<file path="config.mk">
export PLATFORM = sky130hd
export DESIGN_NAME = slst_core_flat
export DESIGN_NICKNAME = d
export VERILOG_FILES = /design/src/pkg/slst_pkg.sv /design/src/pkg/slst_if.sv /design/src/slst_core.sv /design/src/flat_wrapper.sv
export SDC_FILE = /design/constraint.sdc
export NUM_CORES = 1
export LEC_CHECK = 0
export ABC_AREA = 1
export BUFFER_PORTS_ARGS = -buffer_cell sky130_fd_sc_hd__buf_4
export CORE_ASPECT_RATIO = 0.9
export CORE_MARGIN = 2
export CORE_UTILIZATION = 51
export CTS_BUF_LIST = sky130_fd_sc_hd__clkbuf_16
export DETAILED_ROUTE_END_ITERATION = 10
export PLACE_DENSITY = 0.69
export SKIP_CTS_REPAIR_TIMING = 1
export SYNTH_ARGS = -nofsm -noshare
export SYNTH_HDL_FRONTEND = slang
export SYNTH_SLANG_ARGS = --single-unit
export TNS_END_PERCENT = 20
</file>
<file path="constraint.sdc">
create_clock -name mclk -period 2.6 [get_ports mclk]
set_input_delay 0.26 -clock mclk [delete_from_list [all_inputs] [get_ports mclk]]
set_output_delay 0.26 -clock mclk [all_outputs]
set_load 0.02 [all_outputs]
</file>
<file path="src/pkg/slst_pkg.sv">
// Shared constants for the streaming burst user interface.
// Assumes both ends run on the same 20 MHz user clock.
package slst_pkg;
	localparam int LANE_W          = 64;
	localparam int TAG_W           = 8;
	localparam int FLAG_W          = 2;
	localparam int ERR_W           = 4;
	localparam int ERR_OVF         = 0;
	localparam int ERR_COR         = 1;
	localparam int ERR_UNC         = 2;
	localparam int ERR_GAP         = 3;
	localparam int CLK_PERIOD_NS   = 50;
	localparam int INIT_TIME_NS    = 3200;
	localparam int INIT_CYCLES     = (INIT_TIME_NS + CLK_PERIOD_NS - 1) / CLK_PERIOD_NS;
	localparam int INIT_CNT_W      = 7;
	localparam int USER_RST_CYCLES = 4;
	localparam int FIFO_DEPTH      = 8;
	localparam int PFULL_MARGIN    = 3;
	localparam int BURST_GAP       = 2;
	localparam int GAP_CNT_W       = 8;
endpackage

</file>
<file path="src/pkg/slst_if.sv">
// Interface joining the core end and the user streaming end.
// Assumes both ends sit on one clock; no clocking block.
`timescale 1ns/1ps
interface slst_if #(
	parameter int LANES = 1
);
	import slst_pkg::*;
	logic [LANES*LANE_W-1:0] srcData;
	logic                    srcValid;
	logic                    srcFirst;
	logic                    srcLast;
	logic [TAG_W-1:0]        srcTag;
	logic                    srcReady;
	logic [ERR_W-1:0]        srcError;
	logic                    linkUp;
	logic                    userReset;
	logic [LANES*LANE_W-1:0] snkData;
	logic                    snkValid;
	logic                    snkFirst;
	logic                    snkLast;
	logic [TAG_W-1:0]        snkTag;

	modport core (
		input  srcData, srcValid, srcFirst, srcLast, srcTag,
		output srcReady, srcError, linkUp, userReset,
		output snkData, snkValid, snkFirst, snkLast, snkTag
	);
	modport user (
		output srcData, srcValid, srcFirst, srcLast, srcTag,
		input  srcReady, srcError, linkUp, userReset,
		input  snkData, snkValid, snkFirst, snkLast, snkTag
	);
endinterface // slst_if

</file>
<file path="src/slst_core.sv">
// Core end: source adaptation FIFO with optional ECC, link framing, sink framing.
// Assumes the link clock comes from outside and runs far slower than mclk.
// Operation
// (RULE1) Source marks first word for one cycle.
// (RULE2) Last marker pulses with the final word.
// (RULE3) Source keeps valid low between bursts.
// (RULE4) Sink keeps valid low between bursts.
// (RULE5) Invalid cycles inside a burst are skipped.
// (RULE6) Tag captured at start and end, carried; in continuous mode the code carries zero tags instead.
// (RULE7) Start tag counts only with first and valid.
// (RULE8) End tag holds empty count, zero single-lane.
// (RULE9) Start tag may carry logical channel.
// (RULE10) Sink shows start tag from received word.
// (RULE11) Sink shows end tag at its last cycle.
// (RULE12) Source data is 64 bits per lane.
// (RULE13) Ready low until link is up.
// (RULE14) Ready drops on reset, link loss, partial-full.
// (RULE15) User withholds valid while ready is low.
// (RULE16) Link up only after initialization finishes.
// (RULE17) Several PLL locks are ANDed outside.
// (RULE18) User reset clears the user domain.
// (RULE19) ECC FIFO reports corrected and uncorrectable upsets.
// (RULE20) ECC adds a pipeline cycle.
// (RULE21) Continuous mode marks first only once; the code marks first at every burst start in both modes.
// (RULE22) Four-bit error: overflow, corrected, uncorrectable, gap.
// (RULE23) Accepted words leave in order, none lost.
//
// Implementation choices: the placing of the registers.
`timescale 1ns/1ps
module slst_core
	import slst_pkg::*;
#(
	parameter int LANES     = 1,
	parameter int DEPTH     = FIFO_DEPTH,
	parameter bit ECC_EN    = 1'b1,
	parameter int GAP_MIN   = BURST_GAP
) (
	input  wire logic                                mclk,        // user clock
	input  wire logic                                rst_n,       // async reset
	slst_if.core                                     u,           // user-facing port
	input  wire logic                                contMode,    // continuous mode
	input  wire logic                                pllLocked,   // ANDed PLL locks
	input  wire logic                                linkClk,     // link word clock
	output logic [LANES*LANE_W+TAG_W+FLAG_W-1:0]     txLinkWord,  // outgoing word
	output logic                                     txLinkValid, // outgoing valid
	input  wire logic [LANES*LANE_W+TAG_W+FLAG_W-1:0] rxLinkWord, // incoming word
	input  wire logic                                rxLinkValid  // incoming valid
);
	// (RULE12) Data is 64 bits per lane.
	localparam int DW = LANES * LANE_W;
	localparam int LW = DW + TAG_W + FLAG_W;
	localparam int EW = 2 * (LW + 1);
	localparam int AW = $clog2(DEPTH);

	typedef struct packed {
		logic [2:0]                  lclk;
		logic [1:0]                  pll;
		logic [LW:0]                 rxS1;
		logic [LW:0]                 rxS2;
		logic [INIT_CNT_W-1:0]       initCnt;
		logic                        linkUp;
		logic                        ready;
		logic [2:0]                  rstCnt;
		logic                        userRst;
		logic [DEPTH-1:0][EW-1:0]    mem;
		logic [AW-1:0]               wrPtr;
		logic [AW-1:0]               rdPtr;
		logic [AW:0]                 count;
		logic [EW-1:0]               raw;
		logic                        rawPend;
		logic [LW-1:0]               txWord;
		logic                        txValid;
		logic [ERR_W-1:0]            err;
		logic [GAP_CNT_W-1:0]        gapCnt;
		logic                        gapArm;
		logic [DW-1:0]               snkData;
		logic                        snkValid;
		logic                        snkFirst;
		logic                        snkLast;
		logic [TAG_W-1:0]            snkTag;
		logic                        snkInBurst;
	} slst_core_s;

	slst_core_s q;
	slst_core_s d;

	// Each entry holds two parity-guarded copies of the word.
	function automatic logic [EW-1:0] eccEncode(input logic [LW-1:0] w);
		eccEncode = {^w, w, ^w, w};
	endfunction

	logic            linkEdge;
	logic            push;
	logic            pop;
	logic [LW-1:0]   wordIn;
	logic [TAG_W-1:0] tagIn;
	logic [LW-1:0]   copyA;
	logic [LW-1:0]   copyB;
	logic            okA;
	logic            okB;
	logic [LW-1:0]   rxWord;

	always_comb begin
		d        = q;
		push     = 1'b0;
		pop      = 1'b0;
		linkEdge = q.lclk[1] & ~q.lclk[2];
		d.lclk   = {q.lclk[1], q.lclk[0], linkClk};
		d.pll    = {q.pll[0], pllLocked};
		d.rxS1   = {rxLinkValid, rxLinkWord};
		d.rxS2   = q.rxS1;
		d.err    = '0;

		// (RULE16) Link comes up after the init count.
		if (!q.pll[1]) begin
			d.initCnt = '0;
			d.linkUp  = 1'b0;
		end else if (q.initCnt == INIT_CNT_W'(INIT_CYCLES)) begin
			d.linkUp = 1'b1;
		end else begin
			d.initCnt = q.initCnt + 1'b1;
		end

		// (RULE18) User reset held after release.
		if (q.rstCnt != 3'(USER_RST_CYCLES)) begin
			d.rstCnt = q.rstCnt + 1'b1;
		end
		d.userRst = (d.rstCnt != 3'(USER_RST_CYCLES));

		// (RULE7) Start tag only with first and valid.
		tagIn = '0;
		if (!contMode && (u.srcFirst || u.srcLast)) begin
			tagIn = u.srcTag;
		end
		// (RULE6) Tag rides inside the link word.
		wordIn = {u.srcFirst, u.srcLast, tagIn, u.srcData};

		// (RULE5) Only valid cycles are stored.
		if (u.srcValid && !q.userRst) begin
			if (q.count == (AW+1)'(DEPTH)) begin
				// (RULE22) Overflow flag.
				d.err[ERR_OVF] = 1'b1;
			end else begin
				// (RULE23) Words enter in order.
				d.mem[q.wrPtr] = eccEncode(wordIn);
				d.wrPtr        = q.wrPtr + 1'b1;
				push           = 1'b1;
			end
		end

		// (RULE20) Read, then check one cycle later.
		d.rawPend = 1'b0;
		if (linkEdge) begin
			if (q.count != '0) begin
				d.raw     = q.mem[q.rdPtr];
				d.rdPtr   = q.rdPtr + 1'b1;
				d.rawPend = 1'b1;
				pop       = 1'b1;
			end else begin
				d.txValid = 1'b0;
			end
		end

		copyA = q.raw[LW-1:0];
		copyB = q.raw[EW-2:LW+1];
		okA   = (^copyA) == q.raw[LW];
		okB   = (^copyB) == q.raw[EW-1];
		if (q.rawPend) begin
			d.txValid = 1'b1;
			d.txWord  = copyA;
			// (RULE19) Corrected versus uncorrectable report.
			if (ECC_EN) begin
				if (okA && okB && copyA != copyB) begin
					d.err[ERR_UNC] = 1'b1;
				end else if (!okA && okB) begin
					d.txWord       = copyB;
					d.err[ERR_COR] = 1'b1;
				end else if (okA && !okB) begin
					d.err[ERR_COR] = 1'b1;
				end else if (!okA && !okB) begin
					d.err[ERR_UNC] = 1'b1;
				end
			end
		end

		d.count = (AW+1)'(q.count + (AW+1)'(push) - (AW+1)'(pop));

		// (RULE13) (RULE14) Ready needs link up and room.
		d.ready = d.linkUp && !d.userRst && (d.count < (AW+1)'(DEPTH - PFULL_MARGIN));

		// (RULE22) Gap between last and next first.
		if (q.gapArm && q.gapCnt != '1) begin
			d.gapCnt = q.gapCnt + 1'b1;
		end
		if (u.srcValid && !q.userRst) begin
			if (u.srcFirst) begin
				d.gapArm = 1'b0;
				if (!contMode && q.gapArm && q.gapCnt < GAP_CNT_W'(GAP_MIN)) begin
					d.err[ERR_GAP] = 1'b1;
				end
			end
			if (u.srcLast) begin
				d.gapArm = 1'b1;
				d.gapCnt = '0;
			end
		end

		// (RULE2) (RULE4) Sink framing, one pulse per word.
		d.snkValid = 1'b0;
		d.snkFirst = 1'b0;
		d.snkLast  = 1'b0;
		rxWord     = q.rxS2[LW-1:0];
		if (linkEdge && q.rxS2[LW] && (q.snkInBurst || rxWord[LW-1])) begin
			d.snkValid = 1'b1;
			d.snkData  = rxWord[DW-1:0];
			// (RULE21) First passes as received, in both modes.
			d.snkFirst = rxWord[LW-1];
			d.snkLast  = rxWord[LW-2];
			// (RULE10) (RULE11) Tag extracted from the word.
			d.snkTag     = rxWord[DW+TAG_W-1:DW];
			d.snkInBurst = !rxWord[LW-2];
		end
	end

	always_ff @(posedge mclk or negedge rst_n) begin
		if (!rst_n) begin
			q <= '0;
			q.userRst <= 1'b1;
		end else begin
			q <= d;
		end
	end

	assign u.srcReady  = q.ready;
	assign u.srcError  = q.err;
	assign u.linkUp    = q.linkUp;
	assign u.userReset = q.userRst;
	assign u.snkData   = q.snkData;
	assign u.snkValid  = q.snkValid;
	assign u.snkFirst  = q.snkFirst;
	assign u.snkLast   = q.snkLast;
	assign u.snkTag    = q.snkTag;
	assign txLinkWord  = q.txWord;
	assign txLinkValid = q.txValid;
endmodule // slst_core

</file>
<file path="src/flat_wrapper.sv">
// flat-port wrapper written by rule: the top's interface ports become plain ports
module slst_core_flat import slst_pkg::*;
#(
	parameter int LANES     = 1,
	parameter int DEPTH     = FIFO_DEPTH,
	parameter bit ECC_EN    = 1'b1,
	parameter int GAP_MIN   = BURST_GAP
)
  (mclk, rst_n, contMode, pllLocked, linkClk, txLinkWord, txLinkValid, rxLinkWord, rxLinkValid, u_srcData, u_srcValid, u_srcFirst, u_srcLast, u_srcTag, u_srcReady, u_srcError, u_linkUp, u_userReset, u_snkData, u_snkValid, u_snkFirst, u_snkLast, u_snkTag);
  slst_if #(.LANES(LANES)) u_i ();
  input  wire logic mclk;
  input  wire logic rst_n;
  input  wire logic contMode;
  input  wire logic pllLocked;
  input  wire logic linkClk;
  output logic [LANES*LANE_W+TAG_W+FLAG_W-1:0] txLinkWord;
  output logic txLinkValid;
  input  wire logic [LANES*LANE_W+TAG_W+FLAG_W-1:0] rxLinkWord;
  input  wire logic rxLinkValid;
  input wire logic [$bits(u_i.srcData)-1:0] u_srcData;
  input wire logic [$bits(u_i.srcValid)-1:0] u_srcValid;
  input wire logic [$bits(u_i.srcFirst)-1:0] u_srcFirst;
  input wire logic [$bits(u_i.srcLast)-1:0] u_srcLast;
  input wire logic [$bits(u_i.srcTag)-1:0] u_srcTag;
  output wire logic [$bits(u_i.srcReady)-1:0] u_srcReady;
  output wire logic [$bits(u_i.srcError)-1:0] u_srcError;
  output wire logic [$bits(u_i.linkUp)-1:0] u_linkUp;
  output wire logic [$bits(u_i.userReset)-1:0] u_userReset;
  output wire logic [$bits(u_i.snkData)-1:0] u_snkData;
  output wire logic [$bits(u_i.snkValid)-1:0] u_snkValid;
  output wire logic [$bits(u_i.snkFirst)-1:0] u_snkFirst;
  output wire logic [$bits(u_i.snkLast)-1:0] u_snkLast;
  output wire logic [$bits(u_i.snkTag)-1:0] u_snkTag;
  assign u_i.srcData = u_srcData;
  assign u_i.srcValid = u_srcValid;
  assign u_i.srcFirst = u_srcFirst;
  assign u_i.srcLast = u_srcLast;
  assign u_i.srcTag = u_srcTag;
  assign u_srcReady = u_i.srcReady;
  assign u_srcError = u_i.srcError;
  assign u_linkUp = u_i.linkUp;
  assign u_userReset = u_i.userReset;
  assign u_snkData = u_i.snkData;
  assign u_snkValid = u_i.snkValid;
  assign u_snkFirst = u_i.snkFirst;
  assign u_snkLast = u_i.snkLast;
  assign u_snkTag = u_i.snkTag;
  slst_core #(.LANES(LANES), .DEPTH(DEPTH), .ECC_EN(ECC_EN), .GAP_MIN(GAP_MIN)) u_core (.mclk(mclk), .rst_n(rst_n), .u(u_i), .contMode(contMode), .pllLocked(pllLocked), .linkClk(linkClk), .txLinkWord(txLinkWord), .txLinkValid(txLinkValid), .rxLinkWord(rxLinkWord), .rxLinkValid(rxLinkValid));
endmodule
</file>
# After elaboration in Yosys (flattened, before gate mapping)
# Cells that the tools add are included.
[word_totals]
reg_bits = 1693
in_bits = 155
word_cells = 130
[classes]
add_sub_neg = 7
magnitude_cmp = 5
eq_ne = 10
muxes = 39
n_bitwise = 3
n_reduce_logical = 33
[op_table]
columns = ["op", "n"]
rows = [
  ["$bwmux W1200", 1],
  ["$bmux W150 S3", 1],
  ["$demux W150 S3", 1],
  ["$mux W150", 2],
  ["$reduce_xor A74 Y1", 3],
  ["$mux W74", 2],
  ["$ne A74 B74 Y1", 1],
  ["$mux W8", 3],
  ["$mux W1", 23],
  ["$mux W9", 2],
  ["$logic_and A1 B1 Y1", 15],
  ["$mux W12", 1],
  ["$add A3 B1 Y3 const B", 3],
  ["$add A8 B1 Y8 const B", 1],
  ["$lt A3 B4 Y1 const B", 2],
  ["$lt A8 B2 Y1 const B", 1],
  ["$ne A8 B8 Y1 const B", 1],
  ["$reduce_and A2 Y1", 4],
  ["$add A7 B1 Y7 const B", 1],
  ["$eq A7 B7 Y1 const B", 1],
  ["$mux W7", 1],
  ["$logic_not A1 Y1", 6],
  ["$ne A3 B3 Y1 const B", 2],
  ["$add A4 B1 Y4", 1],
  ["other kinds (14)", 18],
]

# Longest topological paths before layout
# Gate-level depths: netlist (run 1).
[logic_depth]
word_depth = 9
mapped_depth = 18

# Worst setup path before layout (run 1)
# Ideal clock, no wire load.
[synth_timing]
path_kind = "register to register"
startpoint = "register u_core.q[317] (netlist name)"
endpoint = "register u_core.q (netlist bit u_core.u.srcReady)"
arrival_ps = 2662
t_required_ps = 2528
setup_slack_ps = -134
path_stages_with_launch = 17
period_less_slack_ps = 2734
path_cell_list = "dfrtp_1 -> inv_1 -> ha_1 -> nand3_1 -> nand2_1 -> clkinv_1 -> buf_2 -> clkbuf_1 -> ha_1 -> inv_1 -> ha_1 -> inv_1 -> fa_1 -> inv_1 -> o21ai_0 -> nand3_1 -> nor2_1"
[synth_lines]
columns = ["element", "line", "rtl"]
rows = [
  ["start, declared", "slst_core.sv:84", "slst_core_s q;"],
]

==> summary.txt, run 1 <==
outcome - complete, but fails checks
failing checks - negative hold slack
Finish-stage setup viols - 0
overflow left after global routing - 0
die height - 283 um
die width - 314 um
Synth Flop Type - dfrtp_1
clk slew on worst S/H paths - 60 ps
hold crit path type - input pin to register
Hold Crit Depth - 3
Root Buffer - clkbuf_16
Setup Crit Path Kind - register to register
post-synthesis instance total - 4951
ANT nets after route - 0
upper clock frequency limit - 416 MHz
cell taking the most area after synthesis - dfrtp_1
DRT iter0 DRCs - 3208
Worst path most repeated cell - inv_1
max-slew violations - 0
worst vdd ir - 0.701 mV
Crit path arrival time - 3000 ps
Routed wire per std cell - 17.9 um
Total GRT Usage - 0.253
Clock Sinks - 1017
Max stage delay on crit path - 500 ps
share of layout cells above drive strength 1 - 0.123
post-synth cell types - 43
Worst setup SP type - register
largest cells by area after synthesis - dfrtp_1, nand2_1, o21ai_0, buf_4, inv_1
synthesized area - 44200 um2
post-place instance area - 46800 um2
CTS Buf Count - 105
# IOs - 312
crit-path cells - inv_1, ha_1, nand3_1, nand2_2, clkinv_4, ha_1, inv_1, ha_1, inv_1, fa_1, inv_1, o21ai_0, nand3_1, nor2_1
first-pass GRT wire length - 181000 um
Post-synth EDFFs - 0
worst path buffer plus inverter count - 5
Largest delay share family, worst path - adder cells
syn_area_per_cell - 8.92 um2
DR vias - 34500
Critical Path End Type - register
yosys warns - 0
Yosys top cell area share - 0.576
unrepaired setup endpoints after global routing - no
top-count cell post-synth - nand2_1
Seq/Total Area, Yosys - 0.576
largest net degree at the start of global routing - 154
adder-cell share of the synthesized area - 0.00442
proportion of synthesized area in mux cells - 0
IO Port Bufs - 310
Hold Vio Cnt, Final - 2
CTS tree - built
Setup TNS - 0 ps
Slowest-stage cell, CP - fa_1
Synth-to-Final Area Change - 16.2%
post-synthesis compound-gate area fraction - 0.155
Clock Tree Buf Depth - 3
Mapped Nets - 5121
row count - 102
via-per-instance ratio - 5.40
slew of the pin with the lowest slew margin - 834 ps
DR top layer - met5
die area - 89000 um2
Net count, final - 5326
Worst path depth - 14
final core occ - 0.598
Final period util - 0.925
final instance area - 51400 um2
share of async-settable or async-resettable flops after synthesis - 1.00
min Tclk post-route - 2400 ps
TritonRoute pass-1 iters - 6
vias in the first global route - 32700
xor and xnor area share after synthesis - 0.0188
met3 routed WL - 7450 um
skew final - 32.0 ps
clk_lat worst skew - 690 ps
Worst slew margin - 0.444
post-DP HPWL - 69000 um
FF/Latch Area - 25500 um2
max-cap violations - 0
DR DRC count - 0
Core ar. - 85900 um2
Leak Pwr - 0.0250 uW
CP required - 3200 ps
Synth Area in Simple Gates - 0.163
largest family of logic cells by synthesized area - simple AND/OR/NAND/NOR gates
Synth top cells by count - nand2_1, dfrtp_1, o21ai_0
R2R depth - 14
Hold Worst Slack - -5.20 ps
pwr/cell area - 1220 nW/um2
filler instances - 7329
H-tree Lvls - 3
initial core utilization - 0.514
WL final - 114000 um
Max FO, Critical Path - 3
area occupied by multi-input gates - 15100 um2
GP Congestion - 0.802
FF+latch count, synth - 1017
WL met2 - 53500 um
met1 wire length - 50900 um
initial antenna violation count - 3
[kinds of logic (layout without fill, tap and decap cells)]
group / Yosys count / count (layout)
other: 1 / 3
flip-flops: 1017 / 1017
AO/OA/AOI/OAI: 1265 / 1265
buffers and inverters: 733 / 1023
adder cells (fa/ha/maj): 15 / 15
AND/OR/NAND/NOR: 1825 / 1825
XOR/XNOR: 95 / 95
[power breakdown]
part           total, uW  switching (uW)  leakage (uW)  internal (uW)
combinational      23500           15100        0.0106           8380
sequential         24700            3110        0.0127          21600
clock              14600            6350       0.00172           8280
[flip-flops by register name, summed over array words and instances (netlist names)]
signal              flops
u_core.u.srcError       3
u_core.u.snkValid       1
u_core.u.snkLast        1
u_core.u.snkData       64
u_core.q              709
u_core.txLinkWord      74
u_core.u.linkUp         1
u_core.u.snkTag         8
u_core.u.snkFirst       1
u_core.u.srcReady       1
u_core.txLinkValid      1
u_core.u.userReset      1
u_core.d               78
u_core.copyB           74
[final cells by class]
type,count,share of cell area
flip-flops and latches,1017,0.496
multi-input cells,3201,0.294
repair buffers,531,0.0953
clock buffers,106,0.0517
well taps,1144,0.0279
inverters,300,0.0226
clock inverters,86,0.0128
diodes,2,0.0000975
[path summary, 6_finish.rpt]
| check | from | endpoint | slack [ps] |
|---|---|---|---|
| worst max-delay path | u_core.q[317] | u_core.u.srcReady | 200 |
| worst min-delay path | u_srcData[51] | u_core.q[1351] | -5 |
| worst max register to register | u_core.q[317] | u_core.u.srcReady | 200 |
| worst min register to register | u_core.d[1589] | u_core.q[1589] | 340 |
| max in group asynchronous | rst_n | u_core.q[907] | 1420 |
| min in group asynchronous | rst_n | u_core.q[1531] | 90 |
[through the flow]
stage                     power (uW)  std cells  hold WS, ps  worst slack, ps
final                          62900       6387        -5.20              196
after global routing           67500       6387        0.234             46.5
after CTS                      62800       6265         -524              128
after detailed placement       48000       6073          208              146
after global placement         47300       6073          200              178
after floorplan                41100       4951        -35.6             6.18
[tightest hold or removal path, delay by kind of cell]
| kind | cells | cell delay (ps) |
|---|---|---|
| buf+inv | 2 | 230 |
| compound gates | 1 | 150 |
[cells in the final DEF, fill, tap and decap left out, types with 13 or more instances in the layout]
cell,n
nand3_1,107
xor2_1,44
buf_4,363
clkinv_1,26
inv_2,21
ha_1,14
o21ai_1,122
xnor2_1,51
inv_1,291
dlygate4sd3_1,119
o21ai_0,908
o221ai_1,95
o211ai_1,27
nand2_1,1412
o22ai_1,13
clkinv_2,18
clkbuf_16,106
buf_12,48
nor2_1,263
dfrtp_1,1013
a21oi_1,78
o21ai_2,20
[layer usage]
| layer | up-vias | GRT usage |
|---|---|---|
| met1 | 16800 | 0.366 |
| met4 | 2 | 0.0678 |
| met5 | - | 0 |
| li1 | 16400 | - |
| met2 | 1128 | 0.398 |
| met3 | 188 | 0.0406 |
No activity file was read; power rests on OpenSTA's default activity.
==> run 2, diff against run 1 <==
--- a/config.mk
+++ b/config.mk
@@ -6,13 +6,14 @@
 export NUM_CORES = 1
 export LEC_CHECK = 0
 export ABC_AREA = 1
+export ABC_CLOCK_PERIOD_IN_PS = 2600
 export BUFFER_PORTS_ARGS = -buffer_cell sky130_fd_sc_hd__buf_4
 export CORE_ASPECT_RATIO = 0.9
 export CORE_MARGIN = 2
 export CORE_UTILIZATION = 51
 export CTS_BUF_LIST = sky130_fd_sc_hd__clkbuf_16
 export DETAILED_ROUTE_END_ITERATION = 10
-export PLACE_DENSITY = 0.69
+export PLACE_DENSITY = 0.72
 export SKIP_CTS_REPAIR_TIMING = 1
 export SYNTH_ARGS = -nofsm -noshare
 export SYNTH_HDL_FRONTEND = slang
==> summary.txt, run 2 (synthesized netlist as in run 1, its figures left out) <==
clk_lat worst skew - 700 ps (about the same)
Core ar. - 85900 um2 (unchanged)
filler instances - 7168 (-2.2%)
Critical Path End Type - register
failing checks - negative hold slack
max-cap violations - 0 (unchanged)
Setup Crit Path Kind - register to register
# IOs - 312 (unchanged)
final instance area - 51200 um2 (-0.38%)
WL final - 114000 um (+0.19%)
skew final - 40.2 ps (+8.18 ps)
clk slew on worst S/H paths - 70 ps (about the same)
die width - 314 um (unchanged)
Routed wire per std cell - 17.9 um (+0.32%)
overflow left after global routing - 0 (unchanged)
CTS Buf Count - 102 (-2.9%)
Max FO, Critical Path - 3 (unchanged)
Worst setup SP type - register
CTS tree - built
Slowest-stage cell, CP - fa_1
crit-path cells - inv_2, ha_1, nand3_2, nand2_2, clkinv_4, ha_1, inv_1, ha_1, inv_1, fa_1, inv_1, o21ai_1, nand3_1, nor2_1
CP required - 3220 ps (+20 ps)
Max stage delay on crit path - 490 ps (about the same)
max-slew violations - 0 (unchanged)
post-DP HPWL - 67900 um (-1.6%)
largest net degree at the start of global routing - 154 (unchanged)
DRT iter0 DRCs - 3159 (-1.5%)
GP Congestion - 0.841 (+4.8%)
Crit path arrival time - 3030 ps (+30 ps)
Worst slew margin - 0.446 (+0.00243)
most common cell after layout, fill and taps aside - nand2_1
upper clock frequency limit - 415 MHz (-0.30%)
post-place instance area - 46700 um2 (-0.29%)
die height - 283 um (unchanged)
Clock Sinks - 1017 (unchanged)
H-tree Lvls - 3 (unchanged)
Net count, final - 5319 (-0.13%)
Largest delay share family, worst path - adder cells
via-per-instance ratio - 5.42 (+0.35%)
Leak Pwr - 0.0249 uW (-0.48%)
die area - 89000 um2 (unchanged)
hold crit path type - input pin to register
TritonRoute pass-1 iters - 6 (unchanged)
pwr/cell area - 1220 nW/um2 (-0.36%)
combinational share of power - 0.376 (+0.002)
Synth-to-Final Area Change - 15.8%
Switch Pwr - 24500 uW (-0.39%)
ANT nets after route - 0 (unchanged)
DR vias - 34600 (+0.23%)
first-pass GRT wire length - 180000 um (about the same)
Hold Worst Slack - -9.72 ps (-4.52 ps)
most frequent cells in the layout - nand2_1, dfrtp_1, o21ai_0, buf_4, inv_1
Finish-stage setup viols - 0 (unchanged)
Biggest register - u_core.q
Clock power frac - 0.229 (-0.004)
Finished Layout Cells - 6379 (-0.13%)
switching part of the total - 0.393 (+0.00139)
share of layout cells above drive strength 1 - 0.122 (-0.000675)
Clock Tree Buf Depth - 3 (unchanged)
outcome - complete, but fails checks
row count - 102 (unchanged)
Root Buffer - clkbuf_16
vias in the first global route - 32700 (+0.25%)
Internal Pwr Total - 37900 uW (-0.96%)
worst vdd ir - 0.784 mV (+12%)
Largest register FFs - 709 (unchanged)
min Tclk post-route - 2410 ps (+7.32 ps)
worst path buffer plus inverter count - 5 (unchanged)
Total GRT Usage - 0.254 (+0.000604)
Final period util - 0.928 (+0.00282)
slew of the pin with the lowest slew margin - 831 ps (-3.64 ps)
sequential power share - 0.395 (+0.002)
initial core utilization - 0.514 (unchanged)
number of cells after detailed placement - 6067 (-0.099%)
initial antenna violation count - 7 (+4)
IO Port Bufs - 310 (unchanged)
Hold Vio Cnt, Final - 3 (+1)
DR DRC count - 0 (unchanged)
## run 2: cell count changes in the layout (fill, tap and decap cells not counted), moves of 3 or more
cell | before | now
buf_12 | 48 | 41
clkbuf_16 | 106 | 102
clkinv_1 | 26 | 22
clkinv_4 | 4 | 1
diode_2 | 2 | 6
inv_1 | 291 | 288
## run 2: tightest hold or removal path: cells and delay by family
family                 cells  cell delay [ps]
buffers and inverters      2              210
AOI/OAI and AO/OA          1              150
## run 2: path summary, 6_finish.rpt
path,startpoint,end,slack (ps),cells after the start
max in group asynchronous,rst_n,u_core.q[714],1450,4
worst min register to register,u_core.d[1611],u_core.q[1611],340,0
worst max register to register,u_core.q[317],u_core.u.srcReady,190,14
worst max-delay path,u_core.q[317],u_core.u.srcReady,190,14
worst min-delay path,u_srcData[41],u_core.q[741],-10,3
min in group asynchronous,rst_n,u_core.q[1536],200,2
## run 2: stage by stage
stage | util | hold slack (ps) | setup TNS [ps] | total power (uW) | setup slack [ps]
final | 0.596 | -9.72 | 0 | 62400 | 188
after global routing | 0.596 | 0.277 | -7.04 | 66900 | -7.04
after CTS | 0.581 | -396 | 0 | 62300 | 74.8
after detailed placement | 0.544 | 335 | 0 | 47900 | 49.3
after global placement | 0.544 | 329 | 0 | 47100 | 184
after floorplan | - | -35.6 | 0 | 41100 | 6.18
## run 2: area by class of cell
cell class              count  area [um2]  share of cell area
clock buffers             102        2550              0.0499
diodes                      6        15.0            0.000294
inverters                 300        1160              0.0226
repair buffers            527        4780              0.0934
multi-input cells        3201       15100               0.295
clock inverters            82         653              0.0128
well taps                1144        1430              0.0280
flip-flops and latches   1017       25500               0.498
## run 2: layer usage
| metal | vias up | global-route usage | share of wire |
|---|---|---|---|
| li1 | 16400 | - | - |
| met1 | 16700 | 0.362 | 0.44 |
| met2 | 1238 | 0.394 | 0.46 |
| met3 | 206 | 0.0477 | 0.073 |
| met4 | 2 | 0.0798 | 0.026 |
| met5 | - | 0 | 0.00012 |
## run 2: power by group through the flow
stage | combinational (uW) | clock, uW | sequential (uW)
5_1_grt | 26500 | 15200 | 25300
6_report | 23500 | 14300 | 24600
4_1_cts | 23300 | 14500 | 24600
3_5_place_dp | 23100 | 0 | 24700
3_3_place_gp | 22500 | 0 | 24600
2_1_floorplan | 17100 | 0 | 24000
